## config.mk

```make
export PLATFORM = sky130hd
export DESIGN_NAME = wdrs_top
export DESIGN_NICKNAME = d
export VERILOG_FILES = /design/src/verilog/wdrs_pkg.sv /design/src/verilog/wdrs_counter.sv /design/src/verilog/wdrs_top.sv
export SDC_FILE = /design/constraint.sdc
export NUM_CORES = 1
export LEC_CHECK = 0
export BUFFER_PORTS_ARGS = -buffer_cell sky130_fd_sc_hd__buf_2
export CAP_MARGIN = 10
export CELL_PAD_IN_SITES_DETAIL_PLACEMENT = 1
export CELL_PAD_IN_SITES_GLOBAL_PLACEMENT = 2
export CORE_ASPECT_RATIO = 1.5
export CORE_MARGIN = 1.5
export CORE_UTILIZATION = 39
export CTS_CLUSTER_SIZE = 40
export DETAILED_ROUTE_END_ITERATION = 8
export GPL_TIMING_DRIVEN = 0
export PLACE_DENSITY_LB_ADDON = 0.1
export SYNTH_ARGS = -nofsm -noshare
export SYNTH_HDL_FRONTEND = slang
export SYNTH_HIERARCHICAL = 1
export SYNTH_SLANG_ARGS = --single-unit
```

## constraint.sdc

```tcl
create_clock -name core_clk -period 3.9 [get_ports core_clk]
set_clock_uncertainty 0.05 [all_clocks]
set_input_delay 0.975 -clock core_clk [delete_from_list [all_inputs] [get_ports core_clk]]
set_output_delay 0.975 -clock core_clk [all_outputs]
set_load 0.005 [all_outputs]
```

## src/verilog/wdrs_pkg.sv

```systemverilog
// constants for the watchdog and reset-cause block
package wdrs_pkg;
   // special function register addresses
   localparam logic [7:0] WDRS_ADDR_WATCHDOG_CONTROL = 8'h00E3;
   localparam logic [7:0] WDRS_ADDR_RESET_CAUSE = 8'h00EF;
   // watchdog control command bytes
   localparam logic [7:0] WDRS_CMD_RELOAD = 8'h00A5;
   localparam logic [7:0] WDRS_CMD_DISABLE_FIRST = 8'h00DE;
   localparam logic [7:0] WDRS_CMD_DISABLE_SECOND = 8'h00AD;
   localparam logic [7:0] WDRS_CMD_LOCKOUT = 8'h00FF;
   // watchdog control fields and reset value
   localparam logic [7:0] WDRS_CONTROL_RESET = 8'h0017;
   localparam int WDRS_CTL_CMD_BIT = 7;
   localparam int WDRS_CTL_ACTIVE_BIT = 4;
   localparam int WDRS_CTL_INTERVAL_LSB = 0;
   localparam int WDRS_INTERVAL_W = 3;
   localparam logic [2:0] WDRS_INTERVAL_RESET = 3'h7;
   // reset cause bit positions
   localparam int WDRS_RC_FLASH = 6;
   localparam int WDRS_RC_CMP = 5;
   localparam int WDRS_RC_SOFT = 4;
   localparam int WDRS_RC_WDOG = 3;
   localparam int WDRS_RC_MCLK = 2;
   localparam int WDRS_RC_POWER = 1;
   localparam int WDRS_RC_PIN = 0;
   localparam logic [7:0] WDRS_CAUSE_POWER_ON = 8'h0002;
   // timing: clock period and disable window
   localparam int WDRS_CLK_PERIOD_NS = 50;
   localparam int WDRS_DISABLE_WINDOW_CLOCKS = 4;
   localparam logic [2:0] WDRS_DISABLE_WINDOW = 3'(WDRS_DISABLE_WINDOW_CLOCKS);
   // watchdog counter: 21 bits, limit 4^(3+n) = 2^(6+2n) clocks
   localparam int WDRS_COUNTER_W = 21;
   localparam int WDRS_BASE_EXP = 6;
   // clocks a generated system reset is held
   localparam logic [7:0] WDRS_HOLD_CLOCKS = 8'h0008;
   // synchronised source indexes
   localparam int WDRS_SRC_PIN = 0;
   localparam int WDRS_SRC_CMP = 1;
   localparam int WDRS_SRC_MCLK = 2;
   localparam int WDRS_SRC_SUPPLY = 3;
   localparam int WDRS_SRC_N = 4;
endpackage : wdrs_pkg

```

## src/verilog/wdrs_counter.sv

```systemverilog
// watchdog interval counter with overflow pulse
`timescale 1ns/1ns
module wdrs_counter #(
   parameter int COUNTER_W = wdrs_pkg::WDRS_COUNTER_W,
   parameter int BASE_EXP = wdrs_pkg::WDRS_BASE_EXP
) (
   input wire logic core_clk,
   input wire logic reset,
   input wire logic run,
   input wire logic restart,
   input wire logic [wdrs_pkg::WDRS_INTERVAL_W-1:0] interval,
   output logic overflow
);
   import wdrs_pkg::*;

   typedef struct packed {
      logic [COUNTER_W-1:0] count;
      logic overflow;
   } wdrs_cnt_state_t;

   wdrs_cnt_state_t state_reg;
   wdrs_cnt_state_t state_next;
   logic [COUNTER_W-1:0] last_count;

   // elaboration check: the longest interval must fit the counter
   if (BASE_EXP < 1 || BASE_EXP + 14 > COUNTER_W) begin : g_narrow
      $error("wdrs_counter: counter too narrow for base exponent");
   end

   // last count before overflow: 2^(base+2n) - 1
   assign last_count = COUNTER_W'(({{(COUNTER_W){1'b0}}, 1'b1} << (BASE_EXP + 2 * interval)) - 1);

   // next-state logic
   always_comb begin
      state_next = state_reg;
      state_next.overflow = 1'b0;
      if (restart) begin
         state_next.count = '0;
      end else if (run) begin
         // overflow forces reset
         if (state_reg.count >= last_count) begin
            state_next.count = '0;
            state_next.overflow = 1'b1;
         end else begin
            state_next.count = state_reg.count + 1'b1;
         end
      end
   end

   // state register
   always_ff @(posedge core_clk) begin
      if (reset) begin
         state_reg <= '0;
      end else begin
         state_reg <= state_next;
      end
   end

   assign overflow = state_reg.overflow;
endmodule : wdrs_counter

```

## src/verilog/wdrs_top.sv

```systemverilog
// watchdog timer and reset-cause registers with reset hold sequencer
// Functional notes
// 21-bit clocked counter; overflow forces system reset
// after reset watchdog runs, interval reads 111
// write A5 enables and restarts counter
// DE then AD within 4 clocks disables
// FF sets lockout until next system reset
// FF neither enables nor restarts watchdog
// timeout is 4^(3+interval) clock periods
// software writes interval with bit 7 zero
// control read returns interval in bits 2:0
// control bit 4 reads watchdog active
// watchdog reset leaves external reset pin alone
// cause bit 6 flags flash fault reset
// bit 5 enables comparator, flags its reset
// writing bit 4 forces reset, then flags
// cause bit 3 flags watchdog overflow reset
// bit 2 enables missing clock, flags it
// bit 1 enables supply monitor, flags power
// software enables supply reset only once settled
// cause bit 0 flags external pin reset
// software writes cause register whole, no merge
// missing clock bit reads 0 otherwise
// other byte after DE cancels disable
// read-only cause bits ignore writes; bit7 zero
`timescale 1ns/1ns
module wdrs_top #(
   parameter int COUNTER_W = wdrs_pkg::WDRS_COUNTER_W,
   parameter int BASE_EXP = wdrs_pkg::WDRS_BASE_EXP,
   parameter logic [7:0] HOLD_CLOCKS = wdrs_pkg::WDRS_HOLD_CLOCKS
) (
   input wire logic core_clk,
   input wire logic reset,
   input wire logic [7:0] sfr_addr,
   input wire logic sfr_wr,
   input wire logic sfr_rd,
   input wire logic [7:0] sfr_wdata,
   output logic [7:0] sfr_rdata,
   input wire logic reset_pin_n,
   input wire logic comparator_out_n,
   input wire logic missing_clock_timeout,
   input wire logic supply_low,
   input wire logic flash_fault,
   output logic system_reset_out,
   output logic watchdog_active
);
   import wdrs_pkg::*;

   // register state of the block apart from the watchdog counter, kept in one word
   typedef struct packed {
      // two flip-flops per pin-level source
      logic [WDRS_SRC_N-1:0] sync_first;
      logic [WDRS_SRC_N-1:0] sync_second;
      // watchdog control
      logic [WDRS_INTERVAL_W-1:0] interval;
      logic enabled;
      logic lockout;
      logic [2:0] disarm_cnt; // clocks left for the second disable byte
      // cause flags and write-only source enables
      logic [7:0] cause;
      logic en_cmp;
      logic en_mclk;
      logic en_supply;
      // hold sequencer and registered outputs
      logic [7:0] hold_cnt;
      logic system_reset;
      logic [7:0] rdata;
   } wdrs_state_t;

   // registered state and its next value
   wdrs_state_t state_reg;
   wdrs_state_t state_next;
   // source levels and watchdog counter controls
   logic [WDRS_SRC_N-1:0] src_raw;
   logic wd_overflow;
   logic wd_reset;
   logic wd_restart;
   logic in_hold;

   // elaboration checks on the parameters
   // a hold of zero clocks would never enter the hold, leaving only a one-clock request
   if (HOLD_CLOCKS == 8'h0000) begin : g_bad_hold
      $error("wdrs_top: reset hold must last at least one clock");
   end
   // the longest interval needs base plus fourteen counter bits
   if (BASE_EXP < 1 || BASE_EXP + 2 * (2 ** WDRS_INTERVAL_W - 1) > COUNTER_W) begin : g_narrow
      $error("wdrs_top: counter too narrow for the longest interval");
   end
   // the disable window must fit its three-bit down-counter
   if (WDRS_DISABLE_WINDOW_CLOCKS < 1 || WDRS_DISABLE_WINDOW_CLOCKS > 7) begin : g_bad_window
      $error("wdrs_top: disable window does not fit its counter");
   end

   // bus decode shared by read and write paths
   // a strobe only counts when the address matches exactly
   function automatic logic sfr_hit(input logic [7:0] addr, input logic [7:0] target,
                                    input logic strobe);
      sfr_hit = strobe && (addr == target);
   endfunction : sfr_hit

   // one-hot cause byte for a given bit position
   // keeps the cause byte one-hot by construction
   function automatic logic [7:0] cause_onehot(input int pos);
      cause_onehot = 8'(1 << pos);
   endfunction : cause_onehot

   // the sources come from other parts of the chip with no clock relation,
   // so they are only read after the two synchroniser stages
   // raw asynchronous sources, all turned active high
   assign src_raw[WDRS_SRC_PIN] = ~reset_pin_n;
   assign src_raw[WDRS_SRC_CMP] = ~comparator_out_n;
   assign src_raw[WDRS_SRC_MCLK] = missing_clock_timeout;
   assign src_raw[WDRS_SRC_SUPPLY] = supply_low;

   // a hold runs while its down-counter is not zero
   assign in_hold = (state_reg.hold_cnt != 8'h0000);

   // the counter is also held at zero for the whole hold
   // watchdog defaults on every system reset
   assign wd_reset = reset || in_hold;

   // only the reload byte restarts; the lockout byte does not
   // reload restarts counter
   assign wd_restart = sfr_hit(sfr_addr, WDRS_ADDR_WATCHDOG_CONTROL, sfr_wr) &&
                       (sfr_wdata == WDRS_CMD_RELOAD);

   // the counter lives in its own module so that its width and base exponent
   // can shrink for fast checks; the limit is 4^(3+n) = 2^(6+2n) clocks at
   // the default base, so interval 7 counts up to 2^20 - 1, inside 21 bits
   // it is held at zero for the whole hold, which is how every system reset
   // restarts the timeout from the beginning
   // interval-scaled watchdog counter
   wdrs_counter #(
      .COUNTER_W(COUNTER_W),
      .BASE_EXP(BASE_EXP)
   ) u_counter (
      .core_clk(core_clk),
      .reset(wd_reset),
      .run(state_reg.enabled),
      .restart(wd_restart),
      .interval(state_reg.interval),
      .overflow(wd_overflow)
   );

   // how a clock of this block goes:
   // - a control write is decoded as a command byte first; a byte that is no
   //   command and has its top bit low loads the interval field, any other
   //   byte is dropped
   // - every control write clears the armed disable, so only a second byte
   //   landing inside the window right after the first can stop the watchdog
   // - the disable window counts down once per clock after the first byte,
   //   so the second byte is taken on any of the next four clocks
   // - the lockout bit only gates the second disable byte; it never touches
   //   the enable or the counter
   // - bus writes are dropped for the whole hold, reads are still served, so
   //   software can read the cause byte as soon as the hold ends
   // - a start of a hold overrides every write of the same clock, so a
   //   command that meets a reset is lost rather than half applied
   // next-state logic: syncs, control, causes, hold, read data
   always_comb begin
      logic ctl_wr;
      logic cause_wr;
      logic [7:0] new_cause;
      logic start;
      ctl_wr = 1'b0;
      cause_wr = 1'b0;
      new_cause = 8'h0000;
      start = 1'b0;
      state_next = state_reg;
      // two-stage synchronisers for pin-level sources
      state_next.sync_first = src_raw;
      state_next.sync_second = state_reg.sync_first;
      if (state_reg.disarm_cnt != 3'h0) begin
         state_next.disarm_cnt = state_reg.disarm_cnt - 3'h1;
      end
      if (!in_hold) begin
         ctl_wr = sfr_hit(sfr_addr, WDRS_ADDR_WATCHDOG_CONTROL, sfr_wr);
         cause_wr = sfr_hit(sfr_addr, WDRS_ADDR_RESET_CAUSE, sfr_wr);
      end
      // watchdog control byte commands
      if (ctl_wr) begin
         // any other byte drops the armed disable
         state_next.disarm_cnt = 3'h0;
         case (sfr_wdata)
            WDRS_CMD_RELOAD: begin
               // enable and reload
               state_next.enabled = 1'b1;
            end
            WDRS_CMD_DISABLE_FIRST: begin
               // arm disable window
               state_next.disarm_cnt = WDRS_DISABLE_WINDOW;
            end
            WDRS_CMD_DISABLE_SECOND: begin
               // lockout blocks disable
               if (state_reg.disarm_cnt != 3'h0 && !state_reg.lockout) begin
                  state_next.enabled = 1'b0;
               end
            end
            WDRS_CMD_LOCKOUT: begin
               // lockout only
               state_next.lockout = 1'b1;
            end
            default: begin
               // interval written with bit 7 low
               if (!sfr_wdata[WDRS_CTL_CMD_BIT]) begin
                  state_next.interval = sfr_wdata[WDRS_CTL_INTERVAL_LSB +: WDRS_INTERVAL_W];
               end
            end
         endcase
      end
      // only enable bits are writable
      if (cause_wr) begin
         state_next.en_cmp = sfr_wdata[WDRS_RC_CMP];
         state_next.en_mclk = sfr_wdata[WDRS_RC_MCLK];
         state_next.en_supply = sfr_wdata[WDRS_RC_POWER];
      end
      // one cause wins when several trip together: supply, pin, missing
      // clock, comparator, flash, watchdog, then the software request;
      // the cause byte is loaded whole, so flags of an earlier reset clear
      // a source that trips during the hold is not recorded, except the pin,
      // which reloads the hold count for as long as it stays asserted
      // the software request is taken from the write itself, not from a
      // stored bit, so it cannot fire a second time
      // reset sources in priority order, caught only outside a hold
      if (!in_hold) begin
         start = 1'b1;
         if (state_reg.en_supply && state_reg.sync_second[WDRS_SRC_SUPPLY]) begin
            // supply monitor reset
            new_cause = cause_onehot(WDRS_RC_POWER);
         end else if (state_reg.sync_second[WDRS_SRC_PIN]) begin
            // pin reset
            new_cause = cause_onehot(WDRS_RC_PIN);
         end else if (state_reg.en_mclk && state_reg.sync_second[WDRS_SRC_MCLK]) begin
            // missing clock reset
            new_cause = cause_onehot(WDRS_RC_MCLK);
         end else if (state_reg.en_cmp && state_reg.sync_second[WDRS_SRC_CMP]) begin
            // comparator reset
            new_cause = cause_onehot(WDRS_RC_CMP);
         end else if (flash_fault) begin
            // flash fault reset
            new_cause = cause_onehot(WDRS_RC_FLASH);
         end else if (wd_overflow) begin
            // watchdog overflow reset
            new_cause = cause_onehot(WDRS_RC_WDOG);
         end else if (cause_wr && sfr_wdata[WDRS_RC_SOFT]) begin
            // software forced reset
            new_cause = cause_onehot(WDRS_RC_SOFT);
         end else begin
            start = 1'b0;
         end
      end else if (state_reg.sync_second[WDRS_SRC_PIN]) begin
         // pin held low keeps the system in reset
         state_next.hold_cnt = HOLD_CLOCKS;
      end else begin
         state_next.hold_cnt = state_reg.hold_cnt - 8'h0001;
      end
      if (start) begin
         // only the true cause flag is set
         state_next.cause = new_cause;
         state_next.hold_cnt = HOLD_CLOCKS;
         // system reset restores watchdog defaults
         state_next.enabled = 1'b1;
         state_next.lockout = 1'b0;
         state_next.interval = WDRS_INTERVAL_RESET;
         state_next.disarm_cnt = 3'h0;
         state_next.en_cmp = 1'b0;
         state_next.en_mclk = 1'b0;
         state_next.en_supply = 1'b0;
      end
      // only the internal reset request is driven, never the pin
      state_next.system_reset = start || (in_hold && state_next.hold_cnt != 8'h0000);
      // read data is registered and stays until the next read strobe;
      // an unmapped read returns zero, a write leaves it alone
      // registered read data
      if (sfr_hit(sfr_addr, WDRS_ADDR_WATCHDOG_CONTROL, sfr_rd)) begin
         state_next.rdata = 8'h0000;
         // interval readback
         state_next.rdata[WDRS_CTL_INTERVAL_LSB +: WDRS_INTERVAL_W] = state_reg.interval;
         // active status bit
         state_next.rdata[WDRS_CTL_ACTIVE_BIT] = state_reg.enabled;
      end else if (sfr_hit(sfr_addr, WDRS_ADDR_RESET_CAUSE, sfr_rd)) begin
         // top bit reads zero
         state_next.rdata = {1'b0, state_reg.cause[6:0]};
      end else if (sfr_rd) begin
         state_next.rdata = 8'h0000;
      end
   end

   // the reset input is the power-on reset: it does not pass through the
   // hold sequencer and leaves only the power flag set in the cause byte
   // state register; power-on clears all but the interval, the enable and the power flag
   always_ff @(posedge core_clk) begin
      if (reset) begin
         state_reg <= '0;
         state_reg.interval <= WDRS_INTERVAL_RESET;
         state_reg.enabled <= 1'b1;
         state_reg.cause <= WDRS_CAUSE_POWER_ON;
      end else begin
         state_reg <= state_next;
      end
   end

   // outputs straight from the state register
   // every output is a flip-flop, never a gate behind one
   assign sfr_rdata = state_reg.rdata;
   assign system_reset_out = state_reg.system_reset;
   assign watchdog_active = state_reg.enabled;
endmodule : wdrs_top

```

==> summary.txt, run 1 <==
Outcome
  – Outcome: complete, no violations

Yosys
  – Share of the yosys chip area belonging to registers: between 30 and 40%
  – Post-synth top flop: dfxtp_1
  – Syn Area/Cell: around 8.6 um2
  – Synthesis Warnings: 6
  – Post-synth top area share: a little under two fifths
  – Synthesized flop and latch total: 64
  – Mapped Area: between 0.003 and 0.004 mm2
  – Unique masters post-synth: 54
  – Largest area contributor in the netlist: dfxtp_1
  – Cells after synthesis: between 400 and 500
  – List of most frequent post-synthesis cells: dfxtp_1 (64), nor2_1 (50), nand2_1 (35)
  – Share of flip-flops with an asynchronous set or reset: 0%
  – Top cells by area, synth: dfxtp_1 (37%), ha_1 (9.3%), nor2_1 (5.4%)
  – EDFF count, synth: 0
  – Count leader, synth: dfxtp_1

Power and ir drop
  – Switching share of power: between 30% and 40%
  – Maximum vdd drop: roughly 0.00043 V
  – Pwr Density: 538 mW/mm2
  – Leak: 1.74 nW
  – Flop pwr share: a little over a third
  – Int Pwr: about 1.5 mW
  – Clock power share: approximately 37%
  – Combinational power share: between 20% and 30%
  – Psw: just over 700 uW

Timing
  – Max-slew headroom: 49.9%
  – Final setup TNS: 0 ns
  – RSZ-0062 raised after global routing: false
  – F_max: 318 MHz
  – Final Hold Viols: 0
  – Worst Tran Pin Value: 0.744 ns
  – Worst hold slack: around 0.39 ns
  – Min Tclk post-route: about 3.1 ns
  – Fin crit share: approximately 81%
  – Final setup fails: 0
  – Slew Viols, Final: 0

Clock tree
  – Hold bufs inserted after CTS: 0
  – H-tree lvl count: 3
  – Post-CTS setup buffer count: 0
  – Worst-Skew Late Latency: 0.33 ns
  – Clock buffer depth: 2
  – CTS clk-pin slew, worst paths: around 0.060 ns
  – TritonCTS clock tree: built
  – Num CTS Buffers: 9
  – Clk root buf: clkbuf_16
  – Sink Count: 64
  – Post_cts resized: 0

Critical path
  – Crit path required time: ~4 ns
  – Worst path slowest cell: dfxtp_1
  – CP Class: reg -> reg
  – Data arrival time of the critical path: 3.33 ns
  – Startpoint types: flop
  – Worst Setup End Kind: flop
  – Reg2Reg Depth: 13
  – Delay of the slowest critical-path stage: slightly below 0.4 ns
  – Critical path cell sequence: clkbuf_1 -> inv_1 -> nor2_1 -> nand2_1 -> ha_1 -> nand4_1 -> nor4_2 -> o2111ai_1 -> and4_1 -> buf_6 -> o21bai_4 -> buf_6 -> nor2_1
  – Max Fanout on Critical Path: 10

GRT
  – Initial antenna violation count: 0
  – Vias in the first global route: approximately 3200
  – Largest net degree at the start of global routing: 14
  – GR Overflow Total: 0
  – Overall routing resource usage: around a fifth
  – First-pass GRT wire length: 15100 um

Finish
  – NumNets Final: between 500 and 600
  – Layout Area Growth over Synthesis: 17.7%
  – Diodes inserted: 0
  – Layout cells sized above 1: approximately 17%
  – Max reg flops: 29
  – Filler Cells Inserted: between 1000 and 1500

Detailed routing
  – Vias: approximately 3000
  – DR pass1 iterations: 4
  – Drt total wl: just over 9000 um
  – Post-route ant nets: 0
  – Iter 0 DRT Violations: between 100 and 150
  – Routed len/inst: around 16 um
  – Drt drc: 0
  – Vias/cell: between 5 and 6

Die
  – Initial cell density of the core: between 30% and 40%
  – Chip Width: around 80 um
  – Io pins: 35
  – Area of the die: around 0.0095 mm2
  – Cell Rows: 42
  – Core area: ~0.0088 mm2
  – Die H: about 120 um

Place
  – Final Wtd Congestion: just under 0.8
  – DPL Wire Length: around 7000 um
  – # port buffers: 33

Min path
  – Worst Hold Class: reg -> reg
  – Worst Hold Path Cells: 1

Job
  – Number of max-cap violations: 0
[logic make-up (layout without fill, tap and decap cells)]
group                    after synthesis  count (layout)  share of synthesized area [%]
AO/OA/AOI/OAI                         54              54                           10.7
multiplexers                           7               7                           2.08
flip-flops                            64              64                           36.7
buffers and inverters                 35              84                           5.56
XOR/XNOR                              23              23                           5.78
adder cells (fa/ha/maj)               26              26                           9.33
AND/OR/NAND/NOR                      194             194                           29.5
other                                  3               6                          0.323
[power by group through the flow]
stage | logic, mW | clock network, mW | registers [mW]
2_1_floorplan | 0.475 | 0 | 0.780
3_3_place_gp | 0.606 | 0 | 0.793
3_5_place_dp | 0.627 | 0 | 0.796
4_1_cts | 0.630 | 0.834 | 0.783
5_1_grt | 0.703 | 0.868 | 0.795
6_report | 0.615 | 0.810 | 0.782
[final timing paths]
kind                            slack, ns      startpoint                 endpoint
worst max-delay path                 0.75   state_reg[35]  u_counter/state_reg[18]
worst min-delay path                 0.39  state_next[38]            state_reg[38]
worst max register to register       0.75   state_reg[35]  u_counter/state_reg[18]
worst min register to register       0.39  state_next[38]            state_reg[38]
[critical path: cells and delay by family (launching register included)]
kind	cells	cell delay, ns
AO/OA/AOI/OAI	2	0.38
adder cells (fa/ha/maj)	1	0.29
buffers and inverters	4	0.81
flip-flops	1	0.39
AND/OR/NAND/NOR	6	1.12
[area by class of cell]
cell class | instances | area (um2) | share of cell area, %
multi-input combinational | 310 | 2020 | 49.3
sequential | 64 | 1280 | 31.2
clock buffer | 9 | 225 | 5.49
timing repair buffer | 33 | 165 | 4.02
buffer | 23 | 149 | 3.63
tap | 110 | 138 | 3.35
clock inverter | 7 | 78.8 | 1.92
inverter | 12 | 45.0 | 1.10
[through the flow]
| step | power (mW) | cells | worst slack (ns) | cell area (um2) | utilization [%] |
|---|---|---|---|---|---|
| 2_1_floorplan | 1.26 | 409 | 1.32 | 3500 | - |
| 3_3_place_gp | 1.40 | 552 | 0.744 | 3800 | 43.3 |
| 3_5_place_dp | 1.42 | 552 | 0.720 | 3800 | 43.3 |
| 4_1_cts | 2.25 | 568 | 0.698 | 4110 | 46.8 |
| 5_1_grt | 2.37 | 568 | 0.453 | 4110 | 46.8 |
| 6_report | 2.21 | 568 | 0.752 | 4110 | 46.8 |
[routing by layer]
layer,GRT usage (%),share of wire (%)
met5,0,0
met4,10.0,2.8
met3,3.60,2.4
met2,39.5,56
met1,21.2,39
[placed cells by master, fill, tap and decap left out, drive strengths merged, types with 5 or more instances in the layout]
cell type / synthesis / final
dfxtp: 64 / 64
nor2: 50 / 50
buf: 15 / 48
nand2: 35 / 35
ha: 26 / 26
a21oi: 25 / 25
nand3: 20 / 20
clkbuf: 8 / 17
nor3: 16 / 16
nand4: 14 / 14
xor2: 14 / 14
nor2b: 14 / 14
inv: 12 / 14
xnor2: 9 / 9
nor4: 8 / 8
and3: 7 / 7
nand2b: 6 / 6
o21ai: 6 / 6
conb: 3 / 6
and2: 5 / 5
a221oi: 5 / 5
mux2i: 5 / 5
Power figures use the tool's default switching activity.
==> run 2, diff against run 1 <==
--- a/config.mk
+++ b/config.mk
@@ -11,7 +11,7 @@
 export CELL_PAD_IN_SITES_GLOBAL_PLACEMENT = 2
 export CORE_ASPECT_RATIO = 1.5
 export CORE_MARGIN = 1.5
-export CORE_UTILIZATION = 39
+export CORE_UTILIZATION = 36
 export CTS_CLUSTER_SIZE = 40
 export DETAILED_ROUTE_END_ITERATION = 8
 export GPL_TIMING_DRIVEN = 0
==> constraint.sdc (replaced) <==
create_clock -name core_clk -period 3 [get_ports core_clk]
set_clock_uncertainty 0.05 [all_clocks]
set_input_delay 0.75 -clock core_clk [delete_from_list [all_inputs] [get_ports core_clk]]
set_output_delay 0.75 -clock core_clk [all_outputs]
set_load 0.005 [all_outputs]
==> run 2 against run 1 <==
  * Global-route usage shrank 2.1 points
  * Clock-buffer cell count is the same
  * Clock power grew 41%
  * First-iteration DRC count shrank 44%
  * Maximum frequency grew 15%
  * Hold slack lost 0.0011 ns
  * Combinational power grew 33%
  * Setup slack lost 0.49 ns
  * Via count grew 0.33%
  * Critical path depth shrank 1
  * Largest cell class unchanged
==> summary.txt, run 2 (synthesized netlist as in run 1, its figures left out) <==
Finish
  – Design area: 0.00414 mm2 (+0.91%)
  – Fin util: 44.5% (-2.3 points)
  – Register area: 0.00128 mm2 (+0.29%)
  – Max reg flops: 29 (unchanged)
  – Area of the multi-input gates: 0.00202 mm2 (unchanged)
  – Layout Area Growth over Synthesis: 18.8%
  – NumNets Final: 504 (unchanged)
  – Most frequent cells in the layout: dfxtp_1 (61), nor2_1 (50), nand2_1 (35), buf_2 (35), ha_1 (26)
  – Commonest non-fill, non-tap cell in the layout: dfxtp_1
  – Final non-filler cell total: 570 (+0.35%)
  – Diodes inserted: 0 (unchanged)
  – Layout cells sized above 1: 17.7% (+1.1 points)
  – Filler Cells Inserted: 1148 (+5.6%)

Detailed routing
  – DR pass1 iterations: 6 (+2)
  – Vias: 3046 (+0.33%)
  – Vias/cell: 5.34 (about the same)
  – Drt drc: 0 (unchanged)
  – Drt total wl: 9050 um (-0.22%)
  – Post-route ant nets: 0 (unchanged)
  – Iter 0 DRT Violations: 63 (-44%)
  – Routed len/inst: 15.9 um (-0.57%)

Clock tree
  – Hold bufs inserted after CTS: 0 (unchanged)
  – CTS clk-pin slew, worst paths: 0.06 ns (about the same)
  – H-tree lvl count: 3 (unchanged)
  – Sink Count: 64 (unchanged)
  – Clk root buf: clkbuf_16
  – TritonCTS clock tree: built
  – Worst-Skew Late Latency: 0.33 ns (about the same)
  – Num CTS Buffers: 9 (unchanged)
  – Clock buffer depth: 2 (unchanged)

Timing
  – Final setup margin: 0.261 ns (-0.491 ns)
  – Final setup fails: 0 (unchanged)
  – Max-slew headroom: 46.9% (-3.1 points)
  – Slew Viols, Final: 0 (unchanged)
  – Final Hold Viols: 0 (unchanged)
  – F_max: 365 MHz (+15%)
  – Fin crit share: 91.3% (+11 points)
  – Worst Tran Pin Value: 0.790 ns (+0.0458 ns)
  – Min Tclk post-route: 2.74 ns (-0.409 ns)
  – RSZ-0062 raised after global routing: false

Die
  – Cell Rows: 43 (+2.4%)
  – Initial cell density of the core: 37.5% (-2.3 points)
  – Core area: 0.00931 mm2 (+6.1%)
  – Chip Width: 83.4 um (+3.9%)
  – Die H: 124 um (+4.0%)
  – Area of the die: 0.0103 mm2 (+8.1%)
  – Io pins: 35 (unchanged)

GRT
  – GR Overflow Total: 0 (unchanged)
  – Vias in the first global route: 3185 (+0.16%)
  – Overall routing resource usage: 18.8% (-2.1 points)
  – Initial antenna violation count: 0 (unchanged)
  – Largest net degree at the start of global routing: 14 (unchanged)
  – First-pass GRT wire length: 15300 um (+0.73%)

Place
  – Final Wtd Congestion: 0.808 (+2.1%)
  – DPL Wire Length: 7020 um (-1.6%)
  – Cell count after placement: 554 (+0.36%)
  – Post-Place Worst Slack: -0.182 ns (-0.902 ns)
  – Placed cell areas: 0.00380 mm2 (about the same)
  – # port buffers: 33 (unchanged)

Critical path
  – Worst path slowest cell: dfxtp_2
  – Startpoint types: flop
  – Crit path required time: 3.17 ns (-0.91 ns)
  – Data arrival time of the critical path: 2.91 ns (-0.42 ns)
  – Worst Setup End Kind: flop
  – Delay of the slowest critical-path stage: 0.46 ns (+0.07 ns)
  – CP Class: reg -> reg
  – Critical path cell sequence: inv_1 -> nor2_1 -> nand2_1 -> ha_1 -> nand4_1 -> nor4_2 -> o2111ai_1 -> and4_1 -> buf_6 -> o21bai_4 -> buf_6 -> nor2_1
  – Max Fanout on Critical Path: 11 (+1)

Power and ir drop
  – Pwr Density: 719 mW/mm2 (+34%)
  – Maximum vdd drop: 0.000492 V (+13%)
  – Leak: 1.76 nW (+1.3%)

Min path
  – Worst Hold Class: reg -> reg

Job
  – Number of max-cap violations: 0 (unchanged)

Outcome
  – Outcome: complete, no violations
## run 2: what timing repair did
action	4_1_cts	5_1_grt
setup endpoints to repair	18	10
resized for setup	1	2
buffers inserted	0	2
pin swaps	0	1
## run 2: layout make-up
cell class	instances	area share (%)
clock inverters	7	2.48
repair buffers	35	4.35
plain buffers	21	3.41
well taps	112	3.38
inverters	12	1.09
multi-input cells	310	48.8
flip-flops and latches	64	31.0
clock buffers	9	5.44
## run 2: path summary, 6_finish.rpt
check                 startpoint                      end  slack, ns  cells past startpoint
setup / recovery   state_reg[35]  u_counter/state_reg[17]       0.26                     12
hold / removal    state_next[37]            state_reg[37]       0.39                      1
setup reg to reg   state_reg[35]  u_counter/state_reg[17]       0.26                     12
hold reg to reg   state_next[37]            state_reg[37]       0.39                      1
## run 2: worst max-delay path, delay by kind of cell (launching register included)
family / cells / cell delay (ns)
adder cells (fa/ha/maj): 1 / 0.30
AND/OR/NAND/NOR: 6 / 1.06
AO/OA/AOI/OAI: 2 / 0.34
flip-flops: 1 / 0.46
buffers and inverters: 3 / 0.41
## run 2: stage by stage
step / total power, mW / hold slack [ns] / TNS, ns
5_1_grt: 3.17 / 0.418 / 0
3_5_place_dp: 1.84 / 0.383 / -2.00
3_3_place_gp: 1.82 / 0.368 / -1.56
4_1_cts: 3.00 / 0.398 / 0
2_1_floorplan: 1.63 / 0.364 / 0
6_report: 2.98 / 0.389 / 0
## run 2: power breakdown
| group | switching [mW] | leakage [nW] | internal, mW | total [mW] |
|---|---|---|---|---|
| combinational | 0.464 | 1.08 | 0.355 | 0.819 |
| clock | 0.406 | 0.157 | 0.735 | 1.14 |
| sequential | 0.0790 | 0.518 | 0.939 | 1.02 |
## run 2: per-layer routing
metal,track usage [%],wire length [um],vias up
li1,-,-,1526
met1,19.0,3550,1459
met2,37.1,5030,42
met3,3.20,208,19
met4,9.06,269,0
met5,0,0,-
